### config.mk
export PLATFORM = sky130hd
export DESIGN_NAME = ring_wave_gen
export DESIGN_NICKNAME = d
export VERILOG_FILES = /design/src/hdl/ring_gen_pkg.sv /design/src/hdl/ring_wave_gen.sv
export SDC_FILE = /design/constraint.sdc
export NUM_CORES = 2
export LEC_CHECK = 0
export ABC_CLOCK_PERIOD_IN_PS = 13100
export BUFFER_PORTS_ARGS = -buffer_cell sky130_fd_sc_hd__buf_2
export CELL_PAD_IN_SITES_DETAIL_PLACEMENT = 2
export CELL_PAD_IN_SITES_GLOBAL_PLACEMENT = 2
export CORE_UTILIZATION = 45
export CTS_CLUSTER_DIAMETER = 100
export DETAILED_ROUTE_END_ITERATION = 8
export PLACE_DENSITY_LB_ADDON = 0.1
export SYNTH_ARGS = -nofsm -noshare
export SYNTH_HDL_FRONTEND = slang
export SYNTH_SLANG_ARGS = --single-unit
### constraint.sdc
create_clock -name MCLK -period 13.1 [get_ports MCLK]
set_input_delay 2.62 -clock MCLK [delete_from_list [all_inputs] [get_ports MCLK]]
set_output_delay 2.62 -clock MCLK [all_outputs]
set_load 0.005 [all_outputs]
### src/hdl/ring_gen_pkg.sv
/*
 Constants, field layouts and types of the ringing waveform generator.
 Assumes a 25 MHz system clock and an 8-bit direct register port with an
 indirect access window for the 16-bit coefficient registers.
*/
// Contract
// - sine samples from resonator, one per millisecond
// - on and off cadence timers, up to 8 s
// - timers move line between ringing and on-hook
// - line state 100 starts ringing, first burst now
// - on timer expiry stops wave, goes on-hook
// - off timer expiry rings again while enabled
// - sine coefficient cosine scaled, amplitude 96 V full
// - control bit 0 picks sine or trapezoid
// - trapezoid steps by coefficient, plateau, half period
// - phase register: sine start phase, trapezoid half period
// - offset added only while control bit 1 set
// - offset scaled 2^15 equals 96 volts
// - control register holds shape, offset, timer, oscillator
// - on count at 48/49, off count 50/51
// - four-bit common-mode bias adjust while ringing
// - indirect registers reached through window 28-31
// - cadence counts in 125 us steps
// - one counter: on period, clear, off period
// - common-mode setting weighs 1.5 V per step
package ring_gen_pkg;
    localparam int CLK_PERIOD_NS   = 40;
    localparam int TICK_NS         = 125000;
    localparam int UPDATE_NS       = 1000000;
    localparam int TICK_CYCLES     = (TICK_NS + CLK_PERIOD_NS - 1) / CLK_PERIOD_NS;
    localparam int TICKS_PER_UPDATE = UPDATE_NS / TICK_NS;

    // direct registers
    localparam logic [6:0] A_IDAT_LO   = 7'h1c;
    localparam logic [6:0] A_IDAT_HI   = 7'h1d;
    localparam logic [6:0] A_IADDR     = 7'h1e;
    localparam logic [6:0] A_ICMD      = 7'h1f;
    localparam logic [6:0] A_CTRL      = 7'h22;
    localparam logic [6:0] A_ON_LO     = 7'h30;
    localparam logic [6:0] A_ON_HI     = 7'h31;
    localparam logic [6:0] A_OFF_LO    = 7'h32;
    localparam logic [6:0] A_OFF_HI    = 7'h33;
    localparam logic [6:0] A_LINE      = 7'h40;
    localparam logic [6:0] A_HBAT      = 7'h4a;
    // indirect registers
    localparam logic [7:0] I_OFFSET    = 8'h13;
    localparam logic [7:0] I_COEFF     = 8'h14;
    localparam logic [7:0] I_AMP       = 8'h15;
    localparam logic [7:0] I_PHASE     = 8'h16;
    localparam logic [7:0] I_CMADJ     = 8'h28;

    localparam int ICMD_WRITE_BIT      = 0;
    localparam logic [2:0] LINE_RINGING = 3'b100;
    localparam logic [2:0] LINE_ON_HOOK = 3'b010;
    localparam logic [7:0]  RESET_BYTE = 8'h00;
    localparam logic [15:0] RESET_WORD = 16'h0000;

    // control register layout, bit 0 at the bottom
    typedef struct packed {
        logic [2:0] spare;
        logic       osc_en;
        logic       off_timer_en;
        logic       on_timer_en;
        logic       offset_en;
        logic       shape_trap;
    } ring_ctrl_s;

    typedef enum logic [1:0] {
        PH_IDLE = 2'b00,
        PH_ON   = 2'b01,
        PH_OFF  = 2'b10
    } cad_phase_e;
endpackage

### src/hdl/ring_wave_gen.sv
/*
 Ringing waveform generator: registers, indirect window, cadence timer,
 sine resonator and trapezoid ramp, dc offset adder.
 Assumes a host port that presents one synchronous access per strobe.
*/
`timescale 1ns/100ps
module ring_wave_gen
    import ring_gen_pkg::*;
(
    // clock and reset
    input  wire logic        MCLK,
    input  wire logic        RST,
    // direct register port
    input  wire logic [6:0]  REG_ADDR,
    input  wire logic        REG_WR,
    input  wire logic        REG_RD,
    input  wire logic [7:0]  REG_WDATA,
    output logic      [7:0]  REG_RDATA,
    // line side
    output logic      [15:0] RING_SAMPLE,
    output logic      [2:0]  LINE_STATE,
    output logic      [3:0]  RING_CM_BIAS,
    output logic      [7:0]  BATT_HIGH_LEVEL
);
    ring_ctrl_s  ctrl_reg,   ctrl_next;
    logic [2:0]  lsel_reg,   lsel_next;
    logic [15:0] on_reg,     on_next;
    logic [15:0] off_reg,    off_next;
    logic [7:0]  hbat_reg,   hbat_next;
    logic [7:0]  iaddr_reg,  iaddr_next;
    logic [15:0] idat_reg,   idat_next;
    logic [15:0] offs_reg,   offs_next;
    logic [15:0] coef_reg,   coef_next;
    logic [15:0] amp_reg,    amp_next;
    logic [15:0] phs_reg,    phs_next;
    logic [3:0]  cm_reg,     cm_next;
    logic [7:0]  rdat_reg,   rdat_next;
    logic [11:0] tick_cnt,   tick_cnt_next;
    logic [2:0]  upd_cnt,    upd_cnt_next;
    cad_phase_e  ph_reg,     ph_next;
    logic [15:0] cad_cnt,    cad_cnt_next;
    logic [15:0] y1_reg,     y1_next;
    logic [15:0] y2_reg,     y2_next;
    logic [15:0] half_cnt,   half_cnt_next;
    logic        dir_up,     dir_up_next;
    logic [15:0] samp_reg,   samp_next;
    logic [2:0]  line_reg,   line_next;

    logic        tick;
    logic        ms_tick;
    logic        ring_sel;
    logic        run;
    logic        seed;
    logic [7:0]  rd_mux;
    logic [15:0] ind_rd;

    function automatic logic [15:0] sat16(input logic signed [17:0] v);
        if (v > 18'sd32767)
            return 16'h7fff;
        else if (v < -18'sd32768)
            return 16'h8000;
        else
            return v[15:0];
    endfunction

    assign tick     = (tick_cnt == 12'(TICK_CYCLES - 1));
    assign ms_tick  = tick && (upd_cnt == 3'(TICKS_PER_UPDATE - 1));
    assign ring_sel = (lsel_reg == LINE_RINGING);
    assign run      = ring_sel && (ctrl_reg.on_timer_en ? (ph_reg == PH_ON) : ctrl_reg.osc_en);
    assign seed     = REG_WR && (REG_ADDR == A_LINE) && (REG_WDATA[2:0] == LINE_RINGING)
                      && !ring_sel;

    always_comb begin
        case (iaddr_reg)
            I_OFFSET: ind_rd = offs_reg;
            I_COEFF:  ind_rd = coef_reg;
            I_AMP:    ind_rd = amp_reg;
            I_PHASE:  ind_rd = phs_reg;
            I_CMADJ:  ind_rd = {12'h000, cm_reg};
            default:  ind_rd = RESET_WORD;
        endcase
    end

    always_comb begin
        if (REG_ADDR == A_IDAT_LO)
            rd_mux = idat_reg[7:0];
        else if (REG_ADDR == A_IDAT_HI)
            rd_mux = idat_reg[15:8];
        else if (REG_ADDR == A_IADDR)
            rd_mux = iaddr_reg;
        else if (REG_ADDR == A_CTRL)
            rd_mux = ctrl_reg;
        else if (REG_ADDR == A_ON_LO)
            rd_mux = on_reg[7:0];
        else if (REG_ADDR == A_ON_HI)
            rd_mux = on_reg[15:8];
        else if (REG_ADDR == A_OFF_LO)
            rd_mux = off_reg[7:0];
        else if (REG_ADDR == A_OFF_HI)
            rd_mux = off_reg[15:8];
        else if (REG_ADDR == A_LINE)
            rd_mux = {1'b0, line_reg, 1'b0, lsel_reg};
        else if (REG_ADDR == A_HBAT)
            rd_mux = hbat_reg;
        else
            rd_mux = RESET_BYTE;
    end

    // register file and indirect window
    always_comb begin
        ctrl_next  = ctrl_reg;
        lsel_next  = lsel_reg;
        on_next    = on_reg;
        off_next   = off_reg;
        hbat_next  = hbat_reg;
        iaddr_next = iaddr_reg;
        idat_next  = idat_reg;
        offs_next  = offs_reg;
        coef_next  = coef_reg;
        amp_next   = amp_reg;
        phs_next   = phs_reg;
        cm_next    = cm_reg;
        rdat_next  = REG_RD ? rd_mux : rdat_reg;
        if (REG_WR) begin
            if (REG_ADDR == A_IDAT_LO)
                idat_next[7:0] = REG_WDATA;
            else if (REG_ADDR == A_IDAT_HI)
                idat_next[15:8] = REG_WDATA;
            else if (REG_ADDR == A_IADDR)
                iaddr_next = REG_WDATA;
            else if (REG_ADDR == A_ICMD) begin
                if (REG_WDATA[ICMD_WRITE_BIT]) begin
                    case (iaddr_reg)
                        I_OFFSET: offs_next = idat_reg;
                        I_COEFF:  coef_next = idat_reg;
                        I_AMP:    amp_next  = idat_reg;
                        I_PHASE:  phs_next  = idat_reg;
                        I_CMADJ:  cm_next   = idat_reg[3:0];
                        default:  ;
                    endcase
                end else
                    idat_next = ind_rd;
            end else if (REG_ADDR == A_CTRL)
                ctrl_next = REG_WDATA;
            else if (REG_ADDR == A_ON_LO)
                on_next[7:0] = REG_WDATA;
            else if (REG_ADDR == A_ON_HI)
                on_next[15:8] = REG_WDATA;
            else if (REG_ADDR == A_OFF_LO)
                off_next[7:0] = REG_WDATA;
            else if (REG_ADDR == A_OFF_HI)
                off_next[15:8] = REG_WDATA;
            else if (REG_ADDR == A_LINE)
                lsel_next = REG_WDATA[2:0];
            else if (REG_ADDR == A_HBAT)
                hbat_next = REG_WDATA;
        end
    end

    // cadence: one counter serves both periods
    always_comb begin
        tick_cnt_next = tick ? 12'h000 : tick_cnt + 12'h001;
        upd_cnt_next  = ms_tick ? 3'h0 : (tick ? upd_cnt + 3'h1 : upd_cnt);
        ph_next       = ph_reg;
        cad_cnt_next  = cad_cnt;
        if (seed) begin
            ph_next      = PH_ON;
            cad_cnt_next = RESET_WORD;
        end else if (!ring_sel)
            ph_next = PH_IDLE;
        else if (tick) begin
            if (ph_reg == PH_ON && ctrl_reg.on_timer_en) begin
                if (cad_cnt >= on_reg) begin
                    ph_next      = PH_OFF;
                    cad_cnt_next = RESET_WORD;
                end else
                    cad_cnt_next = cad_cnt + 16'h0001;
            end else if (ph_reg == PH_OFF && ctrl_reg.off_timer_en
                         && ctrl_reg.on_timer_en) begin
                if (cad_cnt >= off_reg) begin
                    ph_next      = PH_ON;
                    cad_cnt_next = RESET_WORD;
                end else
                    cad_cnt_next = cad_cnt + 16'h0001;
            end
        end
        // silent half of the cadence still carries voice
        if (!ring_sel)
            line_next = lsel_reg;
        else if (ctrl_reg.on_timer_en && ph_reg == PH_OFF)
            line_next = LINE_ON_HOOK;
        else
            line_next = LINE_RINGING;
    end

    // waveform engine
    logic signed [31:0] prod;
    logic signed [17:0] sine_raw;
    logic signed [17:0] ramp_raw;
    logic signed [17:0] amp_s;
    logic signed [17:0] sum_raw;

    always_comb begin
        prod     = $signed(coef_reg) * $signed(y1_reg);
        sine_raw = 18'(prod >>> 14) - 18'($signed(y2_reg));
        amp_s    = 18'($signed(amp_reg));
        ramp_raw = dir_up ? 18'($signed(y1_reg)) + 18'($signed(coef_reg))
                          : 18'($signed(y1_reg)) - 18'($signed(coef_reg));
        y1_next       = y1_reg;
        y2_next       = y2_reg;
        half_cnt_next = half_cnt;
        dir_up_next   = dir_up;
        if (!run || seed) begin
            // restart sine from programmed phase, trapezoid from zero, so each burst begins alike
            y1_next       = ctrl_reg.shape_trap ? RESET_WORD : phs_reg;
            y2_next       = -amp_reg;
            half_cnt_next = RESET_WORD;
            dir_up_next   = 1'b1;
        end else if (!ctrl_reg.shape_trap) begin
            if (ms_tick) begin
                y2_next = y1_reg;
                y1_next = sat16(sine_raw);
            end
        end else if (tick) begin
            if (dir_up && ramp_raw > amp_s)
                y1_next = amp_reg;
            else if (!dir_up && ramp_raw < -amp_s)
                y1_next = -amp_reg;
            else
                y1_next = ramp_raw[15:0];
            if (half_cnt + 16'h0001 >= phs_reg) begin
                half_cnt_next = RESET_WORD;
                dir_up_next   = !dir_up;
            end else
                half_cnt_next = half_cnt + 16'h0001;
        end
        sum_raw = 18'($signed(y1_reg))
                  + (ctrl_reg.offset_en ? 18'($signed(offs_reg)) : 18'sd0);
        samp_next = run ? sat16(sum_raw) : RESET_WORD;
    end

    always_ff @(posedge MCLK or posedge RST) begin
        if (RST) begin
            ctrl_reg  <= RESET_BYTE;
            lsel_reg  <= 3'b000;
            on_reg    <= RESET_WORD;
            off_reg   <= RESET_WORD;
            hbat_reg  <= RESET_BYTE;
            iaddr_reg <= RESET_BYTE;
            idat_reg  <= RESET_WORD;
            offs_reg  <= RESET_WORD;
            coef_reg  <= RESET_WORD;
            amp_reg   <= RESET_WORD;
            phs_reg   <= RESET_WORD;
            cm_reg    <= 4'h0;
            rdat_reg  <= RESET_BYTE;
            tick_cnt  <= 12'h000;
            upd_cnt   <= 3'h0;
            ph_reg    <= PH_IDLE;
            cad_cnt   <= RESET_WORD;
            y1_reg    <= RESET_WORD;
            y2_reg    <= RESET_WORD;
            half_cnt  <= RESET_WORD;
            dir_up    <= 1'b1;
            samp_reg  <= RESET_WORD;
            line_reg  <= 3'b000;
        end else begin
            ctrl_reg  <= ctrl_next;
            lsel_reg  <= lsel_next;
            on_reg    <= on_next;
            off_reg   <= off_next;
            hbat_reg  <= hbat_next;
            iaddr_reg <= iaddr_next;
            idat_reg  <= idat_next;
            offs_reg  <= offs_next;
            coef_reg  <= coef_next;
            amp_reg   <= amp_next;
            phs_reg   <= phs_next;
            cm_reg    <= cm_next;
            rdat_reg  <= rdat_next;
            tick_cnt  <= tick_cnt_next;
            upd_cnt   <= upd_cnt_next;
            ph_reg    <= ph_next;
            cad_cnt   <= cad_cnt_next;
            y1_reg    <= y1_next;
            y2_reg    <= y2_next;
            half_cnt  <= half_cnt_next;
            dir_up    <= dir_up_next;
            samp_reg  <= samp_next;
            line_reg  <= line_next;
        end
    end

    assign REG_RDATA       = rdat_reg;
    assign RING_SAMPLE     = samp_reg;
    assign LINE_STATE      = line_reg;
    assign RING_CM_BIAS    = cm_reg;
    assign BATT_HIGH_LEVEL = hbat_reg;
endmodule

==> flow_summary.toml <==
[synthesis]
synth-edff-count = 0
synth_cell_types = 76
synthArstFlopShare_pct = 100.0
yosysSeqAreaShare_pct = 24.10
syn_avg_cell_area_um2 = 9.089
synth_seq_cells = 252
synth-main-ff-cell = "dfrtp_1"
yosysWarnings = 0
synthesis.area_um2 = 26170
syn_inst = 2879
syn-num-nets = 3380

[die]
rows = 88
initial_core_util_pct = 45.44
ios = 58
dieArea_um2 = 59110
chipHeight_um = 243.1
floorplan.core_area_um2 = 57590
die_w_um = 243.1

[pwr]
power_leakage_nw = 13.67
p_total_mw = 3.797
peakVddDrop_mv = 0.1041
powerDensity_nw_per_um2 = 134.3

[finish]
design_area_um2 = 28280
stdcell_count = 3663
drive_above_1_share_pct = 9.216
utilization_pct = 49.10
nFillCells = 6227
fin_nets = 3374
syn_to_final_growth_pct = 8.067

[sta]
setup_viol = 0
max_freq_mhz = 96.03
worst_slew_pin_slew_ns = 1.344
slew_viol_final = 0
rsz0062_at_grt = "false"
maxSlewHeadroom_pct = 10.06
finalCritPeriodShare_pct = 79.49
timing.hold.ws_ns = 0.4433
setup_tns_ns = 0
layout_setup_ws_ns = 2.686
hold_viol = 0
min_period_ns = 10.41
clock_skew_ns = 0.02931

[grt]
grt_pass1_wl_um = 150000
grt_max_degree = 143
grt_use_met3_pct = 3.704
grt_pass1_vias = 25050
use_met2_pct = 58.19
antenna_found_initial = 6
grt_busiest_layer = "met2"
grt_usage_pct = 33.15
overflow = 0
met1_usage_pct = 42.13

[worst_setup_path]
cp.arrival_ns = 10.87
cp_max_fo = 22
worstRegToRegCells = 30
slowest_delay_ns = 0.94
r2r_setup_slack_ns = 2.69
end_kind = "register"
cp_slowest_cell = "dfrtp_1"
worstPathRequired_ns = 13.56
timing.rr.end = "y1_reg[9]$_DFFE_PP0P_"
critical_path_class = "register to register"
cpMostUsedCell = "fa_1"
r2r-start = "coef_reg[8]$_DFFE_PP0P_"
startpoint_type = "register"

[min_path]
min_path_cells = 0
hp-class = "register to register"
worstHoldStart = "lsel_reg[0]$_DFFE_PP0P_"
min_to = "LINE_STATE[0]$_DFF_PP0_"

[route]
drt_iter0_drc = 1158
vias_per_cell = 5.856
route.vias.total = 21450
post-route-drc-count = 0
wl_per_cell_um = 26.32
routed_wl_um = 96430
postRouteAntennaNets = 0
firstDrtPassIters = 5

[clocking]
cts.reportedPaths.clkPinSlew_ns = 0.06
cts.sinks = 252
cts.path.max_buffers = 3
postCtsSetupBuffers = 0
cts_buffers = 31
hold_buffers = 0
cts_root_buffer = "clkbuf_16"
cts_tree = "yes"
cts_resized = 0
clock_latency_ns = 0.60
htreeDepth = 1

[place]
dp_hpwl_um = 75520
placed_area_um2 = 27250
placed_cells_incl_taps = 3605
dp_worst_setup_slack_ns = 2.770
io_buffers = 57
gp_congestion = 0.9005

[status]
status = "finished, final reports clean"

[flow_run]
max_cap_viol_count = 0
layer usage:
layer	wire length [µm]	share of wire, %
met5	22	0.023
met4	3450	3.6
met2	48090	50
met1	41270	43
met3	3592	3.7
worst max path at each step:
stage	startpoint	to	slack (ns)	depth (start not counted)
final	coef_reg[8]$_DFFE_PP0P_	y1_reg[9]$_DFFE_PP0P_	2.69	30
after global routing	coef_reg[8]$_DFFE_PP0P_	y1_reg[9]$_DFFE_PP0P_	2.25	32
after CTS	y1_reg[1]$_DFFE_PP0P_	y1_reg[9]$_DFFE_PP0P_	2.67	30
after detailed placement	y1_reg[1]$_DFFE_PP0P_	y1_reg[13]$_DFFE_PP0P_	2.77	31
after global placement	y1_reg[1]$_DFFE_PP0P_	y1_reg[9]$_DFFE_PP0P_	3.42	32
after floorplan	RST	BATT_HIGH_LEVEL[0]$_DFFE_PP0P_	3.55	1
cells by family (layout without fill, tap and decap cells):
family,after synthesis,after routing,share of synthesized area (%)
and+or+nand+nor,787,787,14.68
buffers and inverters,575,593,8.258
AOI/OAI and AO/OA,543,543,13.22
adders and majority gates,482,482,30.62
DFF,252,252,24.10
xor gates and xnor gates,122,122,4.136
muxes,118,118,4.978
other,0,1,0
critical path, delay by kind of cell (launching register included):
kind	cells	cell delay, ns
fa+ha+maj	8	3.78
compound gates	13	3.68
simple gates	5	1.46
flops	1	0.94
xor+xnor	1	0.26
buf+inv	3	0.15
power by group:
part	total (mW)	internal [mW]	switching [mW]	leakage, nW
Combinational	2.07	0.749	1.32	10.0
Sequential	0.849	0.803	0.0460	3.14
Clock	0.878	0.511	0.367	0.503
Total	3.80	2.06	1.73	13.7
layout by cell type (no fill, tap or decap), drive strengths merged, types with 5 or more instances in the layout:
cell / synthesis / final
a221o: 8 / 8
mux2: 97 / 97
nand2b: 35 / 35
inv: 449 / 450
and3: 26 / 26
nor2b: 25 / 25
nor4: 10 / 10
dfrtp: 251 / 251
xnor2: 73 / 73
a211oi: 16 / 16
clkbuf: 121 / 43
o22ai: 7 / 7
xor2: 48 / 48
o21ai: 172 / 172
a221oi: 12 / 12
a21o: 34 / 34
nor2: 135 / 135
clkinv: 0 / 8
nand2: 276 / 276
mux2i: 21 / 21
a31oi: 18 / 18
o22a: 6 / 6
o211ai: 11 / 11
o21a: 13 / 13
ha: 218 / 218
or2: 5 / 5
and2: 139 / 139
nor3: 27 / 27
fa: 264 / 264
nand4: 23 / 23
o21bai: 7 / 7
buf: 5 / 87
nand3: 62 / 62
a22o: 7 / 7
or3: 5 / 5
a22oi: 65 / 65
a21oi: 128 / 128
cells in the mapped netlist, drive strengths merged (16+ instances only):
library cell	n	share of area [%]
nand3	62	1.2
nor2b	25	0.60
nor3	27	0.54
nand2b	35	0.84
clkbuf	121	1.7
a211oi	16	0.48
nand2	276	4.0
nand4	23	0.55
a21o	34	0.98
fa	264	20
a31oi	18	0.43
and2	139	3.3
xor2	48	1.6
dfrtp	251	24
and3	26	0.62
a21oi	128	2.4
mux2i	21	0.80
xnor2	73	2.4
nor2	135	1.9
ha	218	10
mux2	97	4.2
a22oi	65	1.9
o21ai	172	3.3
inv	449	6.4
cell type report:
| type | instances | area (µm²) | area share, % |
|---|---|---|---|
| diodes | 1 | 2.502 | 0.008850 |
| clock buffers | 43 | 890.9 | 3.150 |
| clock inverters | 14 | 135.1 | 0.4779 |
| inverters | 449 | 1693 | 5.987 |
| multi-input cells | 2052 | 17770 | 62.84 |
| flip-flops and latches | 252 | 6307 | 22.31 |
| well taps | 765 | 957.2 | 3.385 |
| repair buffers | 87 | 523.0 | 1.850 |
(Power assumes the default switching activity.)
